## src/asr_pkg.sv

```systemverilog
/*
 Constants, types and the register map of the amplifier status and control register bank.
 Assumes a single 25 MHz system clock and an I2C controller on the far side of two pins.
*/
package asr_pkg;

   // ----------------------------------------------------------------
   // Target address and register map
   // ----------------------------------------------------------------
   localparam logic [6:0] TARGET_ADDR = 7'h6C;
   localparam logic [7:0] REG_FAULT = 8'h01;
   localparam logic [7:0] REG_STATUS = 8'h02;
   localparam logic [7:0] REG_CTRL = 8'h03;
   localparam logic [7:0] FAULT_RESET = 8'h00;
   localparam logic [7:0] STATUS_RESET = 8'h00;
   localparam logic [7:0] CTRL_RESET = 8'h78;
   localparam logic [7:0] CTRL_RSVD_MASK = 8'h06;
   localparam logic [7:0] UNMAPPED_READ = 8'h00;

   // ----------------------------------------------------------------
   // Field positions
   // ----------------------------------------------------------------
   localparam int FLT_DIAG_BIT = 2;
   localparam int FLT_OC_BIT = 3;
   localparam int FLT_UV_BIT = 4;
   localparam int FLT_OV_BIT = 5;
   localparam int FLT_DC_BIT = 6;
   localparam int FLT_OT_BIT = 7;
   localparam int ST_SHORT_SUP_BIT = 0;
   localparam int ST_SHORT_GND_BIT = 1;
   localparam int ST_OPEN_BIT = 2;
   localparam int ST_SHORTED_BIT = 3;
   localparam int ST_FAULT_BIT = 4;
   localparam int ST_DIAG_BIT = 5;
   localparam int ST_MUTE_BIT = 6;
   localparam int ST_PLAY_BIT = 7;
   localparam int CTRL_FREQ_BIT = 0;
   localparam int CTRL_LIM_LSB = 3;
   localparam int CTRL_LIM_MSB = 5;
   localparam int CTRL_GAIN_LSB = 6;
   localparam int CTRL_GAIN_MSB = 7;

   // ----------------------------------------------------------------
   // Field codes
   // ----------------------------------------------------------------
   localparam logic [1:0] GAIN_20DB = 2'h0;
   localparam logic [1:0] GAIN_26DB = 2'h1;
   localparam logic [1:0] GAIN_32DB = 2'h2;
   localparam logic [1:0] GAIN_36DB = 2'h3;
   localparam logic FREQ_400KHZ = 1'b0;
   localparam logic FREQ_500KHZ = 1'b1;
   localparam logic [2:0] LIM_5V0 = 3'h0;
   localparam logic [2:0] LIM_5V9 = 3'h1;
   localparam logic [2:0] LIM_7V0 = 3'h2;
   localparam logic [2:0] LIM_8V4 = 3'h3;
   localparam logic [2:0] LIM_9V8 = 3'h4;
   localparam logic [2:0] LIM_11V8 = 3'h5;
   localparam logic [2:0] LIM_14V0 = 3'h6;
   localparam logic [2:0] LIM_OFF = 3'h7;

   // ----------------------------------------------------------------
   // Link framing
   // ----------------------------------------------------------------
   localparam logic [3:0] BITS_PER_BYTE = 4'h8;
   localparam int SYNC_W = 16;
   localparam logic [15:0] SYNC_RESET = 16'hC000;

   typedef enum logic [8:0] {
      ST_IDLE = 9'h001,
      ST_DEV_ADDR = 9'h002,
      ST_ACK_DEV = 9'h004,
      ST_REG_ADDR = 9'h008,
      ST_ACK_REG = 9'h010,
      ST_WR_DATA = 9'h020,
      ST_ACK_WR = 9'h040,
      ST_RD_DATA = 9'h080,
      ST_RD_ACK = 9'h100
   } asr_state_e;

endpackage

```

## src/asr_sync.sv

```systemverilog
/*
 Two-flop synchroniser, one per bit, for pins and flags from outside the clock domain.
 Assumes every input is a slow level compared with the 25 MHz clock.
*/
module asr_sync #(
   parameter int WIDTH = 16,
   parameter logic [WIDTH-1:0] RESET_VAL = '0
) (
   input wire logic sys_clk,
   input wire logic sys_rst,
   input wire logic [WIDTH-1:0] async_in,
   output logic [WIDTH-1:0] sync_out
);

   genvar i;
   generate
      for (i = 0; i < WIDTH; i++)
      begin : g_bit
         logic meta_q;
         logic stable_q;
         always_ff @(posedge sys_clk)
         begin
            if (sys_rst)
            begin
               meta_q <= RESET_VAL[i];
               stable_q <= RESET_VAL[i];
            end
            else
            begin
               meta_q <= async_in[i];
               stable_q <= meta_q;
            end
         end
         assign sync_out[i] = stable_q;
      end
   endgenerate

endmodule

```

## src/asr_line_watch.sv

```systemverilog
/*
 Finds clock edges and start and stop conditions on the synchronised two-wire link.
 Assumes both inputs are already synchronised to the system clock.
*/
module asr_line_watch (
   input wire logic sys_clk,
   input wire logic sys_rst,
   input wire logic scl_s,
   input wire logic sda_s,
   output logic scl_rise,
   output logic scl_fall,
   output logic start_det,
   output logic stop_det
);

   logic scl_q;
   logic sda_q;

   always_ff @(posedge sys_clk)
   begin
      if (sys_rst)
      begin
         scl_q <= 1'b1;
         sda_q <= 1'b1;
      end
      else
      begin
         scl_q <= scl_s;
         sda_q <= sda_s;
      end
   end

   // A data change while the clock stays high frames a transfer.
   assign scl_rise = scl_s & ~scl_q;
   assign scl_fall = ~scl_s & scl_q;
   assign start_det = scl_s & scl_q & sda_q & ~sda_s;
   assign stop_det = scl_s & scl_q & ~sda_q & sda_s;

endmodule

```

## src/asr_regs_top.sv

```systemverilog
/*
 Two-wire target with the fault, status and control registers of the amplifier.
 Assumes event and mode flags are levels from the analog side, asynchronous to sys_clk,
 and a controller clocking the link well below a quarter of the system clock.
*/
module asr_regs_top (
   input wire logic sys_clk,
   input wire logic sys_rst,
   input wire logic scl_in,
   input wire logic sda_in,
   output logic sda_out,
   output logic sda_oe_n,
   input wire logic diag_fault_evt,
   input wire logic overcurrent_evt,
   input wire logic undervolt_evt,
   input wire logic overvolt_evt,
   input wire logic dc_offset_evt,
   input wire logic overtemp_evt,
   input wire logic short_to_supply,
   input wire logic short_to_ground,
   input wire logic open_load,
   input wire logic shorted_load,
   input wire logic fault_mode,
   input wire logic diag_running,
   input wire logic mute_mode,
   input wire logic play_mode,
   output logic [asr_pkg::CTRL_GAIN_MSB-asr_pkg::CTRL_GAIN_LSB:0] gain_sel,
   output logic switch_freq_sel,
   output logic [asr_pkg::CTRL_LIM_MSB-asr_pkg::CTRL_LIM_LSB:0] limiter_code
);
   import asr_pkg::*;

   // ----------------------------------------------------------------
   // Input synchronisation and line events
   // ----------------------------------------------------------------
   logic [SYNC_W-1:0] raw_in;
   logic [SYNC_W-1:0] sync_in;
   logic scl_s;
   logic sda_s;
   logic [5:0] evt_s;
   logic [7:0] live_s;
   logic scl_rise;
   logic scl_fall;
   logic start_det;
   logic stop_det;

   assign raw_in = {scl_in, sda_in, overtemp_evt, dc_offset_evt, overvolt_evt, undervolt_evt,
                    overcurrent_evt, diag_fault_evt, play_mode, mute_mode, diag_running,
                    fault_mode, shorted_load, open_load, short_to_ground, short_to_supply};

   asr_sync #(
      .WIDTH(SYNC_W),
      .RESET_VAL(SYNC_RESET)
   ) u_sync (
      .sys_clk(sys_clk),
      .sys_rst(sys_rst),
      .async_in(raw_in),
      .sync_out(sync_in)
   );

   assign scl_s = sync_in[15];
   assign sda_s = sync_in[14];
   assign evt_s = sync_in[13:8];
   assign live_s = sync_in[7:0];

   asr_line_watch u_watch (
      .sys_clk(sys_clk),
      .sys_rst(sys_rst),
      .scl_s(scl_s),
      .sda_s(sda_s),
      .scl_rise(scl_rise),
      .scl_fall(scl_fall),
      .start_det(start_det),
      .stop_det(stop_det)
   );

   // ----------------------------------------------------------------
   // Registers
   // ----------------------------------------------------------------
   asr_state_e state_q;
   logic [3:0] bit_cnt_q;
   logic [7:0] rx_q;
   logic [7:0] tx_q;
   logic [7:0] ptr_q;
   logic rw_q;
   logic sda_low_q;
   logic [7:0] fault_q;
   logic [7:0] status_q;
   logic [7:0] ctrl_q;
   logic byte_done;
   logic addr_match;
   logic load_evt;
   logic [7:0] load_ptr;
   logic [7:0] rd_byte;
   logic wr_ctrl;
   logic fault_rd_clr;
   logic [7:0] fault_set;

   assign byte_done = (bit_cnt_q == BITS_PER_BYTE);
   assign addr_match = (rx_q[7:1] == TARGET_ADDR);

   // A new byte is fetched on the ack of a read address or of a read byte.
   assign load_evt = scl_fall & (((state_q == ST_ACK_DEV) & rw_q) |
                                 ((state_q == ST_RD_ACK) & ~rx_q[0]));
   assign load_ptr = (state_q == ST_RD_ACK) ? ptr_q + 8'h01 : ptr_q;

   always_comb
   begin
      unique case (load_ptr)
         REG_FAULT: rd_byte = fault_q;
         REG_STATUS: rd_byte = status_q;
         REG_CTRL: rd_byte = ctrl_q;
         default: rd_byte = UNMAPPED_READ;
      endcase
   end

   assign wr_ctrl = scl_fall & (state_q == ST_WR_DATA) & byte_done & (ptr_q == REG_CTRL);
   assign fault_rd_clr = load_evt & (load_ptr == REG_FAULT);

   // ----------------------------------------------------------------
   // Link state machine
   // ----------------------------------------------------------------
   always_ff @(posedge sys_clk)
   begin
      if (sys_rst)
      begin
         state_q <= ST_IDLE;
         bit_cnt_q <= '0;
         rx_q <= '0;
         tx_q <= '0;
         ptr_q <= '0;
         rw_q <= 1'b0;
         sda_low_q <= 1'b0;
      end
      else if (stop_det)
      begin
         state_q <= ST_IDLE;
         sda_low_q <= 1'b0;
      end
      else if (start_det)
      begin
         state_q <= ST_DEV_ADDR;
         bit_cnt_q <= '0;
         sda_low_q <= 1'b0;
      end
      else
      begin
         unique case (state_q)
            ST_IDLE:
            begin
               bit_cnt_q <= '0;
            end
            ST_DEV_ADDR, ST_REG_ADDR, ST_WR_DATA:
            begin
               if (scl_rise)
               begin
                  rx_q <= {rx_q[6:0], sda_s};
                  bit_cnt_q <= bit_cnt_q + 4'h1;
               end
               else if (scl_fall && byte_done)
               begin
                  bit_cnt_q <= '0;
                  if (state_q == ST_DEV_ADDR)
                  begin
                     sda_low_q <= addr_match;
                     rw_q <= rx_q[0];
                     state_q <= addr_match ? ST_ACK_DEV : ST_IDLE;
                  end
                  else if (state_q == ST_REG_ADDR)
                  begin
                     sda_low_q <= 1'b1;
                     ptr_q <= rx_q;
                     state_q <= ST_ACK_REG;
                  end
                  else
                  begin
                     sda_low_q <= 1'b1;
                     state_q <= ST_ACK_WR;
                  end
               end
            end
            ST_ACK_DEV:
            begin
               if (scl_fall)
               begin
                  bit_cnt_q <= '0;
                  if (rw_q)
                  begin
                     tx_q <= rd_byte;
                     sda_low_q <= ~rd_byte[7];
                     state_q <= ST_RD_DATA;
                  end
                  else
                  begin
                     sda_low_q <= 1'b0;
                     state_q <= ST_REG_ADDR;
                  end
               end
            end
            ST_ACK_REG, ST_ACK_WR:
            begin
               if (scl_fall)
               begin
                  sda_low_q <= 1'b0;
                  state_q <= ST_WR_DATA;
               end
            end
            ST_RD_DATA:
            begin
               if (scl_rise)
               begin
                  bit_cnt_q <= bit_cnt_q + 4'h1;
               end
               else if (scl_fall)
               begin
                  if (byte_done)
                  begin
                     bit_cnt_q <= '0;
                     sda_low_q <= 1'b0;
                     state_q <= ST_RD_ACK;
                  end
                  else
                  begin
                     tx_q <= {tx_q[6:0], 1'b0};
                     sda_low_q <= ~tx_q[6];
                  end
               end
            end
            ST_RD_ACK:
            begin
               if (scl_rise)
               begin
                  rx_q <= {rx_q[6:0], sda_s};
               end
               else if (scl_fall)
               begin
                  if (!rx_q[0])
                  begin
                     ptr_q <= load_ptr;
                     tx_q <= rd_byte;
                     sda_low_q <= ~rd_byte[7];
                     state_q <= ST_RD_DATA;
                  end
                  else
                  begin
                     state_q <= ST_IDLE;
                  end
               end
            end
            default:
            begin
               state_q <= ST_IDLE;
               sda_low_q <= 1'b0;
            end
         endcase
      end
   end

   // ----------------------------------------------------------------
   // Fault latches
   // ----------------------------------------------------------------
   always_comb
   begin
      fault_set = FAULT_RESET;
      fault_set[FLT_DIAG_BIT] = evt_s[0];
      fault_set[FLT_OC_BIT] = evt_s[1];
      fault_set[FLT_UV_BIT] = evt_s[2];
      fault_set[FLT_OV_BIT] = evt_s[3];
      fault_set[FLT_DC_BIT] = evt_s[4];
      fault_set[FLT_OT_BIT] = evt_s[5];
   end

   // Reading the fault register clears it; an event in the same cycle survives.
   // reserved bits stay zero
   always_ff @(posedge sys_clk)
   begin
      if (sys_rst)
      begin
         fault_q <= FAULT_RESET;
      end
      else
      begin
         fault_q <= (fault_rd_clr ? FAULT_RESET : fault_q) | fault_set;
      end
   end

   // ----------------------------------------------------------------
   // Live status
   // ----------------------------------------------------------------
   // zero when nothing active
   always_ff @(posedge sys_clk)
   begin
      if (sys_rst)
      begin
         status_q <= STATUS_RESET;
      end
      else
      begin
         status_q[ST_SHORT_SUP_BIT] <= live_s[0];
         status_q[ST_SHORT_GND_BIT] <= live_s[1];
         status_q[ST_OPEN_BIT] <= live_s[2];
         status_q[ST_SHORTED_BIT] <= live_s[3];
         status_q[ST_FAULT_BIT] <= live_s[4];
         status_q[ST_DIAG_BIT] <= live_s[5];
         status_q[ST_MUTE_BIT] <= live_s[6];
         status_q[ST_PLAY_BIT] <= live_s[7];
      end
   end

   // ----------------------------------------------------------------
   // Control register and outputs
   // ----------------------------------------------------------------
   always_ff @(posedge sys_clk)
   begin
      if (sys_rst)
      begin
         ctrl_q <= CTRL_RESET;
      end
      else if (wr_ctrl)
      begin
         ctrl_q <= (rx_q & ~CTRL_RSVD_MASK) | (CTRL_RESET & CTRL_RSVD_MASK);
      end
   end

   assign switch_freq_sel = ctrl_q[CTRL_FREQ_BIT];
   assign limiter_code = ctrl_q[CTRL_LIM_MSB:CTRL_LIM_LSB];
   assign gain_sel = ctrl_q[CTRL_GAIN_MSB:CTRL_GAIN_LSB];
   // The pin is only ever pulled low; a released line is left to the pull-up.
   assign sda_out = 1'b0;
   assign sda_oe_n = ~sda_low_q;
endmodule

```

## config.mk

```make
export PLATFORM = sky130hd
export DESIGN_NAME = asr_regs_top
export DESIGN_NICKNAME = d
export VERILOG_FILES = /design/src/asr_pkg.sv /design/src/asr_sync.sv /design/src/asr_line_watch.sv /design/src/asr_regs_top.sv
export SDC_FILE = /design/constraint.sdc
export NUM_CORES = 1
export LEC_CHECK = 0
export BUFFER_PORTS_ARGS = -buffer_cell sky130_fd_sc_hd__buf_2
export CORE_AREA = 3 3 104 106
export CTS_CLUSTER_SIZE = 14
export DETAILED_ROUTE_END_ITERATION = 8
export DIE_AREA = 0 0 107 109
export PLACE_DENSITY = 0.6
export SYNTH_ARGS = -nofsm -noshare
export SYNTH_HDL_FRONTEND = slang
export SYNTH_SLANG_ARGS = --single-unit
```

## constraint.sdc

```tcl
create_clock -name sys_clk -period 5.06 [get_ports sys_clk]
set_clock_uncertainty 0.1 [all_clocks]
set_input_delay 0.759 -clock sys_clk [delete_from_list [all_inputs] [get_ports sys_clk]]
set_output_delay 0.759 -clock sys_clk [all_outputs]
set_load 0.02 [all_outputs]
```

==> flow_summary.toml <==
[route]
drt-pass1-iter-count = 6
wire_per_inst_um = 16.7
drt-total-wl_um = 10700
vias = 3620
drcViolationCount = 0
vias_per_cell = 5.65
dr.first_iter.drc_count = 248
drtAntennaViolNets = 0

[die]
die_h_um = 109
fp.coreArea_um2 = 9860
ios = 26
initial_core_util_pct = 44.9
die_x_um = 107
die_area_um2 = 11700
fp-row-count = 36

[cells_and_area]
multi_input_area_um2 = 2330
synthToLayoutAreaGrowth_pct = 6.73
diodes = 0
drive_gt1_share_pct = 13.2
fillers = 960
finalNetCount = 527
regArea_um2 = 1840

[place]
place_hpwl_um = 7490
place.gp.congestion = 0.969
port_buffers = 24

[global_routing]
grt_pass1_vias = 3223
grt_pass1_wl_um = 16900
grt_max_degree = 62
grt_usage_pct = 18.6
grt_overflow = 0
antenna_found_initial = 0

[synthesis]
yosys_register_bits = 92
ys.warnings.count = 0
synth_nets = 527
async_reset_ff_share_pct = 0
syn_area_um2 = 4430
ys_seq_area_share_pct = 41.6
synth.avg_cell_area_um2 = 8.80
synth.distinct_cells = 73
synth_ff_type = "dfxtp_1"
syn_inst = 503
synth_edf_count = 0

[worst_setup_path]
max_stage_delay_ns = 0.94
crit_chain = "nor3_1 -> buf_4 -> and3_1 -> a21boi_0 -> nor4_1 -> nand3_1 -> a21o_1 -> o21ai_0"
crit_path_top_delay_cell = "nor4_1"
worstPathArrival_ns = 3.16
r2r_setup_slack_ns = 2.10
crit_path_max_fanout = 12
crit_type = "reg2reg"
startpoint_type = "register"
rr_worst_depth = 8
r2r-start = "state_q[4]$_SDFFE_PP0P_"
critPathRequiredTime_ns = 5.26
r2r_end = "tx_q[5]$_SDFFE_PP0P_"
worst-path-buf-inv = 1
endpoint_kind = "register"
cp_top_family = "simple AND/OR/NAND/NOR gates"

[min_path]
whs_endpoint = "u_sync.g_bit[14].stable_q$_SDFF_PP1_"
min_from = "u_sync.g_bit[14].meta_q$_SDFF_PP1_"
holdPathStages = 1
hp-class = "reg2reg"

[power]
p_total_mw = 1.29
power.density_nw_per_um2 = 273
leakagePower_nw = 1.75
ir_drop_v = 0.000184

[status]
status = "completed"

[timing]
slew_headroom_pct = 28.3
finalHoldViolations = 0
worst_slew_pin_slew_ns = 1.07
max_freq_mhz = 337
setup_viol = 0
tns_ns = 0
min_period_over_period_pct = 58.6
slew_viol_final = 0
finalCriticalPeriod_ns = 2.96
rsz0062_at_grt = "no"

[clocking]
numCtsBuffers = 9
cts_setup_buffers = 0
cts_resized = 0
cts_hold_buf = 0
clkSinkCount = 92
cts_root_buffer = "clkbuf_8"
clk_pin_slew_ns = 0.11
tritoncts = "yes"
clk_latency_ns = 0.38
cts_max_level = 3
cts_max_path_buffers = 2

[flow_run]
maxCapViolCount = 0
==> registers in the layout (all words and copies together) (netlist names) <==
name                   count
u_watch.sda_q              1
u_watch.scl_q              1
ctrl_q                     6
sda_low_q                  1
state_q                    9
u_sync.g_bit.meta_q       16
ptr_q                      8
u_sync.g_bit.stable_q     16
tx_q                       7
status_q                   8
bit_cnt_q                  4
rx_q                       8
fault_q                    6
rw_q                       1
==> how the worst max path moves through the flow <==
stage | startpoint | endpoint | slack [ns] | cells after the start
floorplan | state_q[0]$_SDFFE_PP1P_ | bit_cnt_q[2]$_SDFFE_PP0P_ | 2.61 | 9
global placement | state_q[3]$_SDFFE_PP0P_ | state_q[6]$_SDFFE_PP0P_ | 2.08 | 7
detailed placement | state_q[3]$_SDFFE_PP0P_ | tx_q[4]$_SDFFE_PP0P_ | 2.10 | 7
CTS | state_q[4]$_SDFFE_PP0P_ | tx_q[5]$_SDFFE_PP0P_ | 2.09 | 8
global route | state_q[7]$_SDFFE_PP0P_ | tx_q[4]$_SDFFE_PP0P_ | 1.88 | 6
finish | state_q[4]$_SDFFE_PP0P_ | tx_q[5]$_SDFFE_PP0P_ | 2.10 | 8
==> metrics by stage <==
step	setup slack (ns)	area (um2)	hold WS (ns)	cells	utilization (%)
2_1_floorplan	2.61	4430	0.289	503	-
3_3_place_gp	2.08	4530	0.293	625	45.9
3_5_place_dp	2.10	4530	0.297	625	45.9
4_1_cts	2.09	4720	0.327	641	47.9
5_1_grt	1.88	4720	0.338	641	47.9
6_report	2.10	4720	0.325	641	47.9
==> cell type report <==
type                       instances  share of cell area (%)
multi-input combinational        361                    49.4
sequential                        92                    39.0
tap                              133                    3.52
timing repair buffer              27                    3.02
clock buffer                       9                    2.62
clock inverter                     7                    1.48
inverter                          12                   0.954
==> logic make-up (layout without fill, tap and decap cells) <==
kind of cell             Yosys count  after routing  synth area share (%)
AO/OA/AOI/OAI                    100            100                  16.2
XOR/XNOR                           8              8                  1.58
adder cells (fa/ha/maj)            6              6                  1.70
buffers and inverters             50             55                  5.65
flip-flops                        92             92                  41.6
multiplexers                      19             19                  4.33
other                              1              1                0.0847
AND/OR/NAND/NOR                  227            227                  28.8
==> layout by cell type (no fill, tap or decap), types with 4 or more instances in the layout <==
cell / netlist / layout
nor2_1: 54 / 54
a222oi_1: 4 / 4
a21oi_1: 17 / 17
a211o_1: 6 / 6
a31oi_1: 5 / 5
nand4_1: 6 / 6
o31ai_1: 4 / 4
xor2_1: 4 / 4
and3_1: 8 / 8
xnor2_1: 4 / 4
inv_1: 12 / 12
buf_2: 7 / 24
dfxtp_1: 92 / 92
o21ai_0: 21 / 21
or2_2: 8 / 8
nor3_1: 11 / 11
nand3_1: 17 / 17
a21o_1: 5 / 5
or3_1: 4 / 4
ha_1: 6 / 6
clkbuf_8: 0 / 9
a311oi_1: 4 / 4
nand2_1: 31 / 31
nor2b_1: 42 / 42
mux2i_1: 18 / 18
nor4_1: 10 / 10
nor3b_1: 8 / 8
==> routing by layer <==
layer,track usage [%],share of wire (%),vias up
met2,28.7,45,108
li1,-,-,1784
met5,0,0,-
met3,4.09,5.7,14
met4,6.67,1.4,0
met1,25.8,48,1714
==> power by group <==
part / leakage, nW / switching, mW / internal [mW]
registers: 0.750 / 0.00767 / 0.741
clock network: 0.100 / 0.295 / 0.192
logic: 0.900 / 0.0325 / 0.0221
==> cells in the mapped netlist (all sizes together), types with 5 or more instances <==
library cell	instances	share of area, %
a211o	7	1.4
a21o	5	0.85
a21oi	17	1.9
a31oi	5	0.71
and3	8	1.1
buf	16	2.7
clkbuf	22	1.9
dfxtp	92	42
ha	6	1.7
inv	12	1.0
mux2i	18	4.1
nand2	31	2.6
nand3	17	1.9
nand4	6	0.85
nor2	56	4.9
nor2b	42	5.9
nor3	15	2.3
nor3b	9	1.6
nor4	11	1.9
o21ai	22	2.5
or2	9	1.3
or3	5	0.82
Note: power is estimated with default switching activity, not from simulation.
